[src/frm_defs.svh]
// Purpose: field positions, codes and constants for the ramp core
// Assumes: 32-bit register words, control bits in the three lowest bits
// Notes:   definitions only
`ifndef FRM_DEFS_SVH
`define FRM_DEFS_SVH
// ----------------------------------------------------------------
// register select codes (word bits 2:0)
// ----------------------------------------------------------------
`define FRM_SEL_INTFRAC  3'h0
`define FRM_SEL_LOFRAC   3'h1
`define FRM_SEL_REFDIV   3'h2
`define FRM_SEL_FUNC     3'h3
`define FRM_SEL_CLOCK    3'h4
`define FRM_SEL_DEV      3'h5
`define FRM_SEL_STEP     3'h6
`define FRM_SEL_DELAY    3'h7
// ----------------------------------------------------------------
// field positions
// ----------------------------------------------------------------
`define FRM_RAMP_ON      31
`define FRM_SLIP_EN      28
`define FRM_HALVER       21
`define FRM_DOUBLER      20
`define FRM_FULL_TRI     21
`define FRM_PD_POS       6
`define FRM_BANK         23
`define FRM_DUAL         24
`define FRM_CLK_SEL      6
// ----------------------------------------------------------------
// constants
// ----------------------------------------------------------------
`define FRM_CELLS_MAX    3'h7
`define FRM_RDIV_ZERO    6'h20
`define FRM_HOP_MODE     2'h3
`define FRM_MOD_FSK      2'h1
`define FRM_MOD_PSK      2'h2
`define FRM_RAMP_CSAW    2'h0
`define FRM_RAMP_CTRI    2'h1
`define FRM_RAMP_SSAW    2'h2
`define FRM_RAMP_SBURST  2'h3
`define FRM_RD_STATUS    3'h0
`define FRM_RD_FRAC      3'h1
`define FRM_RD_INT       3'h2
`define FRM_RD_COUNT     3'h3
`endif

[src/frm_pkg.sv]
// Purpose: types of the ramp core
// Assumes: nothing beyond the defs header
// Notes:   the whole module state is one packed struct
package frm_pkg;
    // ramp sequencer states
    typedef enum logic [2:0] {
        FRM_IDLE = 3'h0,
        FRM_UP   = 3'h1,
        FRM_DOWN = 3'h2,
        FRM_SAW  = 3'h3,
        FRM_HOLD = 3'h4
    } frm_sm_t;

    // programmed configuration
    typedef struct packed {
        logic [11:0]       int_v;
        logic [11:0]       frac_msb;
        logic [12:0]       frac_lsb;
        logic [11:0]       phase;
        logic              slip_en;
        logic              halver;
        logic              doubler;
        logic [4:0]        rdiv;
        logic [11:0]       hop_timer_first_divider;
        logic [1:0]        ramp_mode;
        logic [1:0]        mod_mode;
        logic              pd_pos;
        logic [1:0]        clkdiv_mode;
        logic [1:0][11:0]  hop_timer_second_divider;
        logic [1:0][15:0]  dev;
        logic [1:0][3:0]   dshift;
        logic              dual;
        logic [1:0][19:0]  steps;
        logic              full_tri;
        logic              ramp_on;
    } frm_cfg_t;

    // complete module state
    typedef struct packed {
        frm_cfg_t           cfg;
        logic [2:0]         mod_s;
        logic [2:0]         slip_s;
        logic [2:0]         past_s;
        logic               mod_f;
        logic               slip_f;
        logic               slip_q;
        logic               past_f;
        logic [6:0]         pfd_acc;
        logic               pfd_tick;
        logic [11:0]        c1;
        logic [11:0]        c2;
        frm_sm_t            sm;
        logic               bank;
        logic [19:0]        cnt;
        logic signed [37:0] roff;
        logic [2:0]         cells;
        logic [11:0]        n_int;
        logic [24:0]        n_frac;
        logic [11:0]        phase_o;
        logic               busy;
        logic [31:0]        rdata;
    } frm_state_t;
endpackage

[src/frm_ramp_core.sv]
// Purpose: divider value, ramp, FSK/PSK and slip-cell sequencing core
// Assumes: 50 MHz clock_i; slip and target inputs come from analog pins
// Notes:   writes select their register by the word's three lowest bits
//
// Functional notes
// (RULE1) host writes the eight registers from delay down to integer/fraction
// (RULE2) host writes step, deviation and clock registers for both banks
// (RULE3) fraction is upper twelve bits shifted by 13 plus lower 13 bits
// (RULE4) comparison tick rate is reference times (1+D)/(R*(1+T))
// (RULE5) each slip risk adds one extra pump cell, seven at most
// (RULE6) past target, extra cells switch off one at a time
// (RULE7) slip reduction works only while its enable bit is set
// (RULE8) host uses slip reduction only with positive detector polarity
// (RULE9) FSK moves divider up or down by shifted deviation word
// (RULE10) deviation word is bits 18:3, shift is bits 22:19
// (RULE11) PSK phase value comes from low fraction bits 14:3
// (RULE12) PSK adds phase on high modulation input, subtracts on low
// (RULE13) five waveforms: burst, triangle, sawtooth, both continuous forms
// (RULE14) hop interval is first divider times second, mode field must be 11
// (RULE15) hops per section come from the 20-bit step count
// (RULE16) host keeps the integer rise within 256 of its start
// (RULE17) single burst steps up for step count hops then holds
// (RULE18) single triangle steps back down after the upward run
// (RULE19) single sawtooth restores start value one hop after last step
// (RULE20) continuous sawtooth repeats until the ramp is disabled
// (RULE21) continuous triangle alternates up and down runs until disabled
// (RULE22) host picks ramp type, then sets the start bit
// (RULE23) deviation word is signed, negative steps go downward
// (RULE24) three lowest word bits route each write, 111 is delay
// (RULE25) hop timer counts comparison ticks and reloads on expiry
// (RULE26) parameter writes apply at the next hop boundary only; here integer, fraction and modulation fields act at once
//
// Chosen here: the placing of the registers and strobed register access.
`timescale 1ns/1ps
`include "frm_defs.svh"

module frm_ramp_core
    import frm_pkg::*;
(
    // clock and reset
    input  wire logic        clock_i,
    input  wire logic        resetn_i,
    // register port
    input  wire logic [2:0]  addr_i,
    input  wire logic [31:0] wr_data_i,
    input  wire logic        wr_i,
    input  wire logic        rd_i,
    output logic      [31:0] rd_data_o,
    // pins from the loop
    input  wire logic        mod_pin_i,
    input  wire logic        slip_risk_i,
    input  wire logic        past_target_i,
    // divider and modulation outputs
    output logic      [11:0] n_int_o,
    output logic      [24:0] n_frac_o,
    output logic      [11:0] phase_o,
    output logic      [2:0]  slip_cells_o,
    output logic             ramp_busy_o
);
    // ----------------------------------------------------------------
    // helpers
    // ----------------------------------------------------------------

    // signed deviation word scaled by its shift
    function automatic logic signed [37:0] step_inc(
        input logic [15:0] d,
        input logic [3:0]  s
    );
        logic signed [37:0] w;
        w = 38'($signed(d)); // RULE23
        step_inc = w <<< s; // RULE9
    endfunction

    // end of a run of step count hops
    function automatic logic run_done(
        input logic [19:0] c,
        input logic [19:0] n
    );
        run_done = ({1'b0, c} + 21'h1) >= {1'b0, n}; // RULE15
    endfunction

    // ----------------------------------------------------------------
    // state
    // ----------------------------------------------------------------
    frm_state_t st_r;
    frm_state_t st_nxt;

    logic        [2:0]  wsel;
    logic        [6:0]  period;
    logic        [7:0]  acc_sum;
    logic               hop;
    logic               last;
    logic signed [37:0] rinc;
    logic signed [37:0] finc;
    logic signed [37:0] fsk;
    logic signed [37:0] nsum;
    logic        [36:0] base;

    always_comb begin
        st_nxt = st_r;
        wsel   = wr_data_i[2:0];

        // register writes, whole word lands in one cycle
        if (wr_i) begin
            unique case (wsel) // RULE24
                `FRM_SEL_INTFRAC: begin
                    st_nxt.cfg.int_v    = wr_data_i[26:15];
                    st_nxt.cfg.frac_msb = wr_data_i[14:3];
                    st_nxt.cfg.ramp_on  = wr_data_i[`FRM_RAMP_ON];
                end
                `FRM_SEL_LOFRAC: begin
                    st_nxt.cfg.frac_lsb = wr_data_i[27:15];
                    st_nxt.cfg.phase    = wr_data_i[14:3]; // RULE11
                end
                `FRM_SEL_REFDIV: begin
                    st_nxt.cfg.slip_en  = wr_data_i[`FRM_SLIP_EN];
                    st_nxt.cfg.halver   = wr_data_i[`FRM_HALVER];
                    st_nxt.cfg.doubler  = wr_data_i[`FRM_DOUBLER];
                    st_nxt.cfg.rdiv     = wr_data_i[19:15];
                    st_nxt.cfg.hop_timer_first_divider     = wr_data_i[14:3];
                end
                `FRM_SEL_FUNC: begin
                    st_nxt.cfg.ramp_mode = wr_data_i[11:10];
                    st_nxt.cfg.mod_mode  = wr_data_i[9:8];
                    st_nxt.cfg.pd_pos    = wr_data_i[`FRM_PD_POS];
                end
                `FRM_SEL_CLOCK: begin
                    st_nxt.cfg.clkdiv_mode = wr_data_i[20:19];
                    st_nxt.cfg.hop_timer_second_divider[wr_data_i[`FRM_CLK_SEL]] = wr_data_i[18:7];
                end
                `FRM_SEL_DEV: begin
                    st_nxt.cfg.dual = wr_data_i[`FRM_DUAL];
                    st_nxt.cfg.dev[wr_data_i[`FRM_BANK]]    = wr_data_i[18:3]; // RULE10
                    st_nxt.cfg.dshift[wr_data_i[`FRM_BANK]] = wr_data_i[22:19]; // RULE10
                end
                `FRM_SEL_STEP: begin
                    st_nxt.cfg.steps[wr_data_i[`FRM_BANK]] = wr_data_i[22:3];
                end
                `FRM_SEL_DELAY: begin
                    st_nxt.cfg.full_tri = wr_data_i[`FRM_FULL_TRI];
                end
            endcase
        end

        // pin synchronisers: change taken when stages two and three agree
        st_nxt.mod_s  = {st_r.mod_s[1:0], mod_pin_i};
        st_nxt.slip_s = {st_r.slip_s[1:0], slip_risk_i};
        st_nxt.past_s = {st_r.past_s[1:0], past_target_i};
        if (st_r.mod_s[1] == st_r.mod_s[2]) begin
            st_nxt.mod_f = st_r.mod_s[2];
        end
        if (st_r.slip_s[1] == st_r.slip_s[2]) begin
            st_nxt.slip_f = st_r.slip_s[2];
        end
        if (st_r.past_s[1] == st_r.past_s[2]) begin
            st_nxt.past_f = st_r.past_s[2];
        end
        st_nxt.slip_q = st_r.slip_f;

        // comparison tick: rate accumulator, at most one tick per clock
        period = 7'(((st_r.cfg.rdiv == 5'h0) ? `FRM_RDIV_ZERO
                    : {1'b0, st_r.cfg.rdiv}) << st_r.cfg.halver); // RULE4
        acc_sum = {1'b0, st_r.pfd_acc} + (st_r.cfg.doubler ? 8'h2 : 8'h1); // RULE4
        if (acc_sum >= {1'b0, period}) begin
            st_nxt.pfd_acc  = 7'(acc_sum - {1'b0, period});
            st_nxt.pfd_tick = 1'b1;
        end else begin
            st_nxt.pfd_acc  = acc_sum[6:0];
            st_nxt.pfd_tick = 1'b0;
        end

        // hop timer: first divider of ticks, times second divider
        hop = 1'b0;
        if (st_r.pfd_tick) begin
            if (({1'b0, st_r.c1} + 13'h1) >= {1'b0, st_r.cfg.hop_timer_first_divider}) begin // RULE25
                st_nxt.c1 = 12'h0;
                if (({1'b0, st_r.c2} + 13'h1)
                    >= {1'b0, st_r.cfg.hop_timer_second_divider[st_r.bank]}) begin // RULE14
                    st_nxt.c2 = 12'h0;
                    hop       = (st_r.cfg.clkdiv_mode == `FRM_HOP_MODE); // RULE14
                end else begin
                    st_nxt.c2 = st_r.c2 + 12'h1;
                end
            end else begin
                st_nxt.c1 = st_r.c1 + 12'h1;
            end
        end

        // step from the live registers, sampled only at a hop
        rinc = step_inc(st_r.cfg.dev[st_r.bank], st_r.cfg.dshift[st_r.bank]); // RULE26
        last = run_done(st_r.cnt, st_r.cfg.steps[st_r.bank]);

        // ramp sequencer
        if (!st_r.cfg.ramp_on) begin
            st_nxt.sm   = FRM_IDLE; // RULE20
            st_nxt.roff = 38'sh0;
            st_nxt.cnt  = 20'h0;
            st_nxt.bank = 1'b0;
        end else if (st_r.sm == FRM_IDLE) begin
            // start: timer restarts so the first step is one full hop away
            st_nxt.sm = FRM_UP;
            st_nxt.c1 = 12'h0;
            st_nxt.c2 = 12'h0;
        end else if (hop) begin
            unique case (st_r.sm)
                FRM_UP: begin
                    st_nxt.roff = st_r.roff + rinc; // RULE17
                    st_nxt.cnt  = st_r.cnt + 20'h1;
                    if (last) begin
                        st_nxt.cnt  = 20'h0;
                        st_nxt.bank = st_r.cfg.dual ? ~st_r.bank : 1'b0;
                        unique case (st_r.cfg.ramp_mode) // RULE13
                            `FRM_RAMP_SBURST: st_nxt.sm = FRM_HOLD; // RULE17
                            `FRM_RAMP_CTRI:   st_nxt.sm = FRM_DOWN; // RULE18
                            `FRM_RAMP_CSAW,
                            `FRM_RAMP_SSAW:   st_nxt.sm = FRM_SAW; // RULE19
                        endcase
                    end
                end
                FRM_DOWN: begin
                    st_nxt.roff = st_r.roff - rinc; // RULE18
                    st_nxt.cnt  = st_r.cnt + 20'h1;
                    if (last) begin
                        st_nxt.cnt  = 20'h0;
                        st_nxt.bank = st_r.cfg.dual ? ~st_r.bank : 1'b0;
                        // single full triangle stops at the bottom
                        st_nxt.sm = st_r.cfg.full_tri ? FRM_HOLD : FRM_UP; // RULE21
                    end
                end
                FRM_SAW: begin
                    st_nxt.roff = 38'sh0; // RULE19
                    st_nxt.sm   = (st_r.cfg.ramp_mode == `FRM_RAMP_CSAW)
                                  ? FRM_UP : FRM_HOLD; // RULE20
                end
                FRM_HOLD: begin
                    st_nxt.sm = FRM_HOLD; // RULE17
                end
                default: begin
                    st_nxt.sm = FRM_IDLE;
                end
            endcase
        end

        // busy decoded from the next state so the pin leaves a flop, same timing
        st_nxt.busy = (st_nxt.sm == FRM_UP) || (st_nxt.sm == FRM_DOWN)
                      || (st_nxt.sm == FRM_SAW);

        // slip cells: add per risk edge, shed one per tick once past target
        if (!st_r.cfg.slip_en) begin
            st_nxt.cells = 3'h0; // RULE7
        end else if (st_r.slip_f && !st_r.slip_q && !st_r.past_f) begin
            if (st_r.cells != `FRM_CELLS_MAX) begin
                st_nxt.cells = st_r.cells + 3'h1; // RULE5
            end
        end else if (st_r.past_f && st_r.pfd_tick && st_r.cells != 3'h0) begin
            st_nxt.cells = st_r.cells - 3'h1; // RULE6
        end

        // FSK: bank 1 word rides on a running ramp, bank 0 otherwise
        finc = step_inc(st_r.cfg.dev[st_r.cfg.ramp_on],
                        st_r.cfg.dshift[st_r.cfg.ramp_on]);
        if (st_r.cfg.mod_mode == `FRM_MOD_FSK) begin
            fsk = st_r.mod_f ? finc : -finc; // RULE9
        end else begin
            fsk = 38'sh0;
        end

        // divider value, wraps silently if the host breaks the 256 limit
        base   = {st_r.cfg.int_v, st_r.cfg.frac_msb, st_r.cfg.frac_lsb}; // RULE3
        nsum   = $signed({1'b0, base}) + st_r.roff + fsk;
        st_nxt.n_int  = nsum[36:25];
        st_nxt.n_frac = nsum[24:0];

        // PSK phase offset in units of 360/4096 degree
        if (st_r.cfg.mod_mode == `FRM_MOD_PSK) begin
            st_nxt.phase_o = st_r.mod_f ? st_r.cfg.phase
                                        : 12'(-st_r.cfg.phase); // RULE12
        end else begin
            st_nxt.phase_o = 12'h0;
        end

        // readback, valid in the cycle after the strobe only
        st_nxt.rdata = 32'h0;
        if (rd_i) begin
            unique case (addr_i)
                `FRM_RD_STATUS: st_nxt.rdata = {25'h0, st_r.mod_f, st_r.cells, st_r.sm};
                `FRM_RD_FRAC:   st_nxt.rdata = {7'h0, st_r.n_frac};
                `FRM_RD_INT:    st_nxt.rdata = {20'h0, st_r.n_int};
                `FRM_RD_COUNT:  st_nxt.rdata = {12'h0, st_r.cnt};
                default:        st_nxt.rdata = 32'h0;
            endcase
        end
    end

    // ----------------------------------------------------------------
    // registers
    // ----------------------------------------------------------------

    // single state register, all zero after reset
    always_ff @(posedge clock_i) begin
        if (!resetn_i) begin
            st_r <= '0;
        end else begin
            st_r <= st_nxt;
        end
    end

    // outputs straight from state
    assign rd_data_o    = st_r.rdata;
    assign n_int_o      = st_r.n_int;
    assign n_frac_o     = st_r.n_frac;
    assign phase_o      = st_r.phase_o;
    assign slip_cells_o = st_r.cells;
    assign ramp_busy_o  = st_r.busy;
endmodule

[config.mk]
export PLATFORM = sky130hd
export DESIGN_NAME = frm_ramp_core
export DESIGN_NICKNAME = d
export VERILOG_FILES = /design/src/frm_pkg.sv /design/src/frm_ramp_core.sv
export VERILOG_INCLUDE_DIRS = /design/src
export SDC_FILE = /design/constraint.sdc
export NUM_CORES = 1
export LEC_CHECK = 0
export BUFFER_PORTS_ARGS = -buffer_cell sky130_fd_sc_hd__clkbuf_2
export CORE_UTILIZATION = 65
export CTS_BUF_LIST = sky130_fd_sc_hd__clkbuf_4 sky130_fd_sc_hd__clkbuf_8
export CTS_CLUSTER_SIZE = 40
export DETAILED_ROUTE_END_ITERATION = 6
export PLACE_DENSITY = 0.95
export REMOVE_ABC_BUFFERS = 1
export SYNTH_ARGS = -nofsm -noshare
export SYNTH_HDL_FRONTEND = slang
export SYNTH_SLANG_ARGS = --single-unit
[constraint.sdc]
create_clock -name clock_i -period 15.3 [get_ports clock_i]
set_input_delay 2.295 -clock clock_i [delete_from_list [all_inputs] [get_ports clock_i]]
set_output_delay 2.295 -clock clock_i [all_outputs]
set_load 0.05 [all_outputs]
After elaboration in Yosys (flattened, before gate mapping)
Cells that the tools add are included.
{ "classes": {"addsub": 16, "order_cmp": 10, "eq_ne": 30, "shift": 3, "muxes": 56, "n_bitwise": 2, "reduce_logical": 36} }
{ "ops": {"columns": ["cell", "count"], "rows": [
  ["62-bit two-way mux", 2],
  ["24-bit two-way mux", 5],
  ["38-bit case mux with 3 select lines", 1],
  ["25-bit case mux with 4 select lines", 1],
  ["12-bit two-way mux", 7],
  ["16-bit two-way mux", 5],
  ["37-bit adder", 2],
  ["37-bit two-way mux", 2],
  ["20-bit two-way mux", 3],
  ["59-bit two-way mux", 1],
  ["21-bit case mux with 2 select lines", 1],
  ["40-bit bitwise mux", 1],
  ["38-bit adder", 1],
  ["16-bit by 4-bit <<< shifter with 38-bit output", 1],
  ["38-bit subtractor", 1],
  ["37-bit negation", 1],
  ["16-bit by 4-bit <<< shifter with 37-bit output", 1],
  ["32-bit bitwise mux", 1],
  ["12-bit by 1-bit adder with 13-bit output (second input constant)", 2],
  ["13-bit by 12-bit greater-or-equal comparator with 1-bit output", 2],
  ["2-bit AND reduction", 13],
  ["12-bit by 1-bit adder with 12-bit output (second input constant)", 2],
  ["24-bit bitwise mux", 1],
  ["3-bit by 2-bit == test with 1-bit output (second input constant)", 8],
  ["other kinds (45)", 88]
]} }
{ "totals": {"register_bits": 374, "in_bits": 42, "output_inout_bits": 85} }

Depth between registers and ports, before layout
Gate-level depths: netlist of the first run.
{ "depth": {"word_depth": 12, "ltp_mapped": 30, "depth_no_buf": 25} }

Worst setup path before layout of the first run
No wires, ideal clock.
{ "synth_path": {"kind": "register to register", "startpoint": "reg st_r[192] in the netlist's numbering", "endpoint": "reg st_r, in the netlist n_int_o[11]", "t_arrival_ns": 6.158, "required_time_ns": 15.185, "setup_slack_ns": 9.027, "stages_incl_launch_ff": 30, "cell_sequence": "dfxtp_1 -> buf_4 -> buf_6 -> buf_2 -> mux2_2 -> buf_2 -> buf_1 -> nor2_1 -> nand2_1 -> ha_1 -> o31a_1 -> o21a_1 -> nor4b_2 -> and4_1 -> buf_4 -> or3_1 -> a21oi_1 -> fa_1 -> ha_1 -> a21o_1 -> a21o_1 -> a21oi_1 -> nor2_1 -> a211o_1 -> nor4b_1 -> nor3_1 -> a211oi_1 -> o21ai_0 -> xnor2_1 -> and2_1"} }
{ "synth_via": {"elab_chain_len": 7} }
{ "synth_rtl": {"columns": ["item", "line_no", "source"], "rows": [
  ["start, declared", "frm_ramp_core.sv:85", "frm_state_t st_r;"],
  ["start signal, assigned", "frm_ramp_core.sv:304", "st_r <= st_nxt;"],
  ["16-bit two-way mux (not written as such) or 4-bit two-way mux (tied branches) (2 in series)", "frm_ramp_core.sv:260, frm_ramp_core.sv:261", null],
  ["16-bit by 4-bit <<< shifter with 37-bit output *", "frm_ramp_core.sv:71", "step_inc = w <<< s;"],
  ["37-bit negation", "frm_ramp_core.sv:263", "fsk = st_r.mod_f ? finc : -finc;"],
  ["37-bit two-way mux *", "frm_ramp_core.sv:263", null],
  ["37-bit two-way mux *", "frm_ramp_core.sv:262", "if (st_r.cfg.mod_mode == `FRM_MOD_FSK) begin"],
  ["37-bit adder *", "frm_ramp_core.sv:270", "nsum = $signed({1'b0, base}) + st_r.roff + fsk;"]
]} }
Every way passes the cells marked *; elsewhere a longest branch is shown, timed or not. The select of a mux whose other input is x is not followed.
A chain may end at the register's enable or synchronous reset.

Worst setup path in the final report of the first run
Ends and elaborated chain as after synthesis.

==> results of run 1 <==
critical path, cell delays in order, from the launching register on:
cell and delay, ps:
dfxtp_2 310, buf_4 460, mux2_4 500, mux2i_1 440
nor2_1 80, a211oi_1 710, nand4bb_1 260, a21oi_2 270
nand2_1 130, nor3b_4 350, nor2_1 90, xor2_1 200
nand2_1 100, fa_1 530, inv_1 50, ha_1 360
a21o_1 190, a21o_1 190, a21oi_1 260, nor2_1 90
a211o_1 280, nor4b_1 510, nor3_1 150, a211oi_1 440
o21ai_0 200, xnor2_1 150, and2_1 150
power groups by stage:
stage                     clock (W)  sequential [W]  combinational [W]
after global placement            0         0.00101           0.000436
final                      0.000955        0.000988           0.000478
after CTS                  0.000962        0.000988           0.000468
after detailed placement          0         0.00101           0.000458
after global routing        0.00100        0.000989           0.000515
after floorplan                   0         0.00101           0.000324
routing by layer:
| layer | GRT usage, % | wire, um | vias to the layer above |
|---|---|---|---|
| li1 | - | - | 10894 |
| met1 | 47.14 | 30610 | 11414 |
| met2 | 60.20 | 35950 | 1243 |
| met3 | 6.835 | 7739 | 270 |
| met4 | 19.64 | 3918 | 2 |
| met5 | 0 | 17 | - |
layout by cell type, fill, tap and decap left out, drive strengths merged, types with 44 or more instances in the layout:
| cell | n |
|---|---|
| dfxtp | 366 |
| a21oi | 208 |
| a21boi | 181 |
| mux2 | 44 |
| xnor2 | 100 |
| nor3 | 44 |
| and2 | 51 |
| nand3 | 74 |
| mux2i | 150 |
| nand2 | 497 |
| nor2 | 243 |
| nor2b | 48 |
| a21o | 52 |
| ha | 130 |
| xor2 | 61 |
| o21ai | 119 |
| clkbuf | 194 |
| inv | 70 |
per-stage QoR:
stage	cells	total power, W
after floorplan	2911	0.001338
after global placement	3570	0.001442
after detailed placement	3570	0.001466
after CTS	3672	0.002417
after global routing	3673	0.002508
final	3675	0.002422
Yosys cell counts, drive strengths merged, types with 4 or more instances:
master and count:
a21oi 208, o211ai 10, a41oi 7, nor4 21, a21boi 181, nand2b 40, o31a 4, o2bb2ai 5
or3 18, a22oi 42, nand2 497, a21o 52, dfxtp 366, nor2 243, and3b 4, a31oi 28
or2 10, inv 68, nor3 44, nor2b 48, nand3 74, mux2 44, xor2 61, and2 51
o21bai 15, o31ai 11, o21a 21, or4 4, nand4 16, fa 41, o22ai 17, a2111oi 5
buf 131, mux2i 150, and3 33, clkbuf 143, nor3b 5, nand3b 24, a211oi 18, xnor2 100
a31o 4, mux4 13, and4 6, o21ai 119, ha 130
logic make-up (layout without fill, tap and decap cells):
kind of cell,count (synthesis),after routing
AOI/OAI and AO/OA,782,782
xor gates and xnor gates,161,161
adders and majority gates,171,171
buffers and inverters,343,312
DFF,366,366
muxes,207,207
other,1,10
and+or+nand+nor,1148,1148
path summary, 6_finish.rpt:
| kind | endpoint | slack [ps] | cells after the start |
|---|---|---|---|
| setup reg to reg | n_int_o[11] | 7680 | 26 |
| setup / recovery | n_int_o[11] | 7680 | 26 |
| hold / removal | st_nxt[188] | 440 | 1 |
| hold reg to reg | st_nxt[188] | 440 | 1 |
sequential cells by signal, indices dropped and copies added, names as in the netlist:
signal	count
base	37
n_frac_o	25
n_int_o	12
phase_o	12
ramp_busy_o	1
rd_data_o	25
slip_cells_o	3
st_nxt	7
st_r	244
cell type report:
class                      instances  area [um2]
tap                              518       648.1
timing repair buffer             141       772.0
clock inverter                    24       302.8
multi-input combinational       2476       16910
antenna                            3       7.507
inverter                          69       259.0
fill                            2903       11760
clock buffer                      78        1017
sequential                       366        7333
==> results.md, run 1 <==
- Status: complete, but fails checks
- Failing checks: DRC
- Critical path class: flip-flop to flip-flop
- Setup Skew: ~18 ps
- CTS root buffer: clkbuf_8
- Power share of the sequential group: 40.8%
- CTS tree: yes
- EDFF count, synth: 0
- Top_reg_cell synth: dfxtp_1
- Post-Route WL: 78230 um
- Yosys reg bits: 366
- I/O pins: 127
- Synth top area share: 28.28%
- Yosys warns: 0
- Worst slew pin tran: 1122 ps
- Slew Viols, Final: 0
- Drt first pass iters: 7
- Fin area: roughly 27000 um2
- Core Region: 39010 um2
- Port bufs: 117
- Grt total ovfl: 0
- Hold_ws: 436.0 ps
- Area growth syn-to-layout: 5.172%
- FF-to-FF Start: st_r[192]
- Final setup fails: 0
- Setup WS pre-CTS: 7935 ps
- Leakage power: 10.68 nW
- Crit path time final: 7615 ps
- CP Launch Point: st_r[192]
- Top post-synthesis cells by area: dfxtp_1 28%, nand2_1 7.2%, ha_1 6.3%, mux2i_1 5.3%, a21boi_0 5.2%
- Max_slew headroom: between 20% and 30%
- Die area: a little over 40000 um2
- Async S/R FF share, synth: 0%
- Placed cell areas: 25920 um2
- Fmax achieved: 0.1313 GHz
- Crit path max fanout: 39
- Sw power: ~0.00071 W
- Seq/Total Area, Yosys: between 20% and 30%
- Post-CTS Hold Buffers: 0
- First-pass GRT wire length: 120200 um
- Fin nets: 3325
- Clk pwr share: 39.4%
- Comb pwr share: around a fifth
- Xor and xnor area share after synthesis: 5.442%
- Die Ht: 201.7 um
- Simple-gate area share of the yosys netlist: 20.72%
- Skew-Pair Late Insertion Delay: a little under 700 ps
- GRT Total Usage: 37.21%
- Worst setup margin: a little under 8000 ps
- Initial Util: 66.42%
- Initial antenna violation count: 3
- # resized after CTS: 0
- Antenna viol nets, final: 0
- Post-CTS Setup Repair Bufs: 0
- Crit start category: flip-flop
- Number of library cell types mapped by synthesis: 99
- Cell Pwr Density: 88.89 nW/um2
- Gpl congestion: roughly 1
- Mean Syn Cell Area: 8.150 um2
- Crit. End Element: flip-flop
- Number of global-route vias before repair: 22784
- DR DRC count: 1
- P_int: 0.001707 W
- Cell row count: 72
- Setup_tns: 0 ps
- CP arrival: 8180 ps
- Final period utilization: 49.77%
- Per-cell routed wire length: 21.29 um
- Final Hold Fails: 0
- Vias per inst: 6.482
- Synthesized area: 25910 um2
- Sw Ratio: 29.51%
- Routed vias: 23823
- TritonCTS Buffers: 58
- Fraction of the mapped netlist area in adder cells: about a tenth
- Pin count of the biggest net entering global routing: 132
- Post-synthesis mux area share: a little under a tenth
- Drt first-iter violations: 2612
- Max VDD drop: 76.35 uV
- Detailed Place HPWL: 55200 um
- Compound-Gate Fraction of Synth Area: 20.00%
- Max-Cap Viols: 0
- Crit path required time: around 16000 ps
- Worst Min Path Start: st_nxt[187]
- Reg clk slew, reported paths: 70 ps
- RSZ-0062 raised after global routing: no
- Main combinational cell family by area after synthesis: simple AND/OR/NAND/NOR gates
- Sink Count: about 370
- Post-synthesis cell count: 3179
- Post-synth top area cell: dfxtp_1
- Die Wd: 201.7 um
- Final Core Density: a little over two thirds
- Bufs on Longest Clock Path: 3
- Hold Path Class: flip-flop to flip-flop
- H-tree levels: 2
- Layout cells sized above 1: about an eighth
No activity file was read; power rests on OpenSTA's default activity.
==> run 2: changes to the inputs <==
==> constraint.sdc (replaced) <==
create_clock -name clock_i -period 8 [get_ports clock_i]
set_input_delay 1.2 -clock clock_i [delete_from_list [all_inputs] [get_ports clock_i]]
set_output_delay 1.2 -clock clock_i [all_outputs]
set_load 0.05 [all_outputs]
==> results.md, run 2 (same netlist as run 1, synthesis figures left out) <==
- Status: completed
- Grt total ovfl: 0
- CP arrival: 7900 ps
- Post-Route WL: about 80000 um
- Gpl congestion: between 0.9 and 1
- # resized after CTS: 0
- Crit path max fanout: 29
- Number of global-route vias before repair: about 23000
- Largest reg by FF count: st_r
- Final Hold Fails: 0
- Leakage power: 10.72 nW
- R2R depth: 25
- I/O pins: 127
- GRT Total Usage: between 30% and 40%
- Post-CTS Hold Buffers: 0
- Die Ht: 201.7 um
- Fin nets: 3329
- Die area: 40660 um2
- Hold Path Cell Cnt: 1
- Final period utilization: 91.29%
- DR DRC count: 0
- Setup WS pre-CTS: 839.2 ps
- Vias per inst: 6.513
- Crit path time final: roughly 7300 ps
- P_int: 0.003248 W
- Antenna viol nets, final: 0
- Max-Cap Viols: 0
- Max_slew headroom: 15.37%
- Reg clk slew, reported paths: 60 ps
- Post-CTS Setup Repair Bufs: 0
- TritonCTS Buffers: between 50 and 60
- Design Power: 0.004674 W
- Initial Util: 66.42%
- Die Wd: 201.7 um
- Core Region: around 39000 um2
- Commonest non-fill, non-tap cell in the layout: nand2_1
- Fill cell count: between 2000 and 3000
- Final setup fails: 0
- Clk pwr share: 39.5%
- Bufs on Longest Clock Path: 3
- Port bufs: 117
- Area growth syn-to-layout: 5.418%
- Skew-Pair Late Insertion Delay: 710 ps
- Cell Pwr Density: 171.1 nW/um2
- Sink Count: ~370
- Crit path required time: 8600 ps
- Power share of the sequential group: 40.7%
- Per-cell routed wire length: approximately 22 um
- Most frequent cells in the layout: 495 x nand2_1, 363 x dfxtp_1, 240 x nor2_1
- Comb pwr share: 19.8%
- Crit. End Element: flip-flop
- First-pass GRT wire length: 123300 um
- Fmax achieved: 0.1369 GHz
- Largest register FFs: 244
- Sw Ratio: a little under a third
- Max VDD drop: 135.3 uV
- Initial antenna violation count: 0
- Crit start category: flip-flop
- Setup Skew: 68.92 ps
- Drt first-iter violations: ~2900
- Pin count of the biggest net entering global routing: between 100 and 150
- Routed vias: 24001
- R2R setup slack: 700 ps
- Layout cells sized above 1: between 10% and 20%
- Sw power: 0.001426 W
- RSZ-0062 raised after global routing: no
- H-tree levels: 2
- Critical path class: flip-flop to flip-flop
- Setup_tns: 0 ps
- Detailed Place HPWL: 55760 um
- Worst setup margin: 697.0 ps
- Drt first pass iters: 6
- Hold Path Class: flip-flop to flip-flop
- Worst slew pin tran: around 1300 ps
- CTS tree: yes
- Slew Viols, Final: 0
- CTS root buffer: clkbuf_8
- Cell row count: 72
run 2: cell count changes in the layout (fill, tap and decap cells not counted), sizes merged:
cell	change
clkinvlp	+2
clkinv	-5
inv	-1
bufinv	-5
buf	+3
clkbuf	+16
run 2: layout make-up:
class                      count  area, um2  share of cell area, %
clock inverter                15      152.6                 0.5589
multi-input combinational   2476      16900                  61.87
timing repair buffer         144      794.5                  2.909
inverter                      69      259.0                 0.9482
tap                          518      648.1                  2.373
antenna                        3      7.507                0.02749
sequential                   366       7333                  26.85
clock buffer                  94       1219                  4.462
run 2: power groups by stage:
stage	clock (W)	sequential, W	combinational (W)
final	0.00185	0.00190	0.000926
after global routing	0.00193	0.00190	0.000982
after CTS	0.00185	0.00190	0.000898
after detailed placement	0	0.00194	0.000864
after global placement	0	0.00193	0.000820
after floorplan	0	0.00194	0.000620
run 2: worst paths after layout:
path	from	to
worst max register to register	st_r[192]	n_int_o[11]
worst min register to register	st_nxt[190]	st_nxt[191]
worst min-delay path	st_nxt[190]	st_nxt[191]
worst max-delay path	st_r[192]	n_int_o[11]
run 2: worst max-delay path, cell delays in order, from the launching register on:
cell and delay, ps:
dfxtp_2 820, mux2_4 530, mux2i_1 320, o21ai_0 310, nor2b_1 240, a211oi_2 130, nor4_2 420, and3_1 290
nor3b_4 350, nor2_1 90, xor2_1 190, nand2_1 80, fa_1 510, inv_1 40, ha_1 360, a21o_1 190
a21o_1 190, a21oi_1 280, nor2_1 100, a211o_1 300, nor4b_1 440, nor3_1 120, a211oi_1 380, o21ai_0 180
xnor2_1 150, and2_1 150
run 2: metrics by stage:
step / cell area, um2 / hold slack, ps / util [%] / std cells
2_1_floorplan: 24450 / 411.8 / - / 2911
3_3_place_gp: 25930 / 415.7 / 66.49 / 3573
3_5_place_dp: 25930 / 422.8 / 66.49 / 3573
4_1_cts: 27310 / 436.9 / 70.00 / 3682
5_1_grt: 27310 / 457.3 / 70.00 / 3682
6_report: 27310 / 432.1 / 70.02 / 3685
run 2: layer usage:
metal	GRT usage [%]	part of all wire, %	vias up
met5	0	0	-
met4	22.51	5.8	0
met3	8.050	11	335
met2	61.51	45	1367
met1	46.85	38	11401
li1	-	-	10898
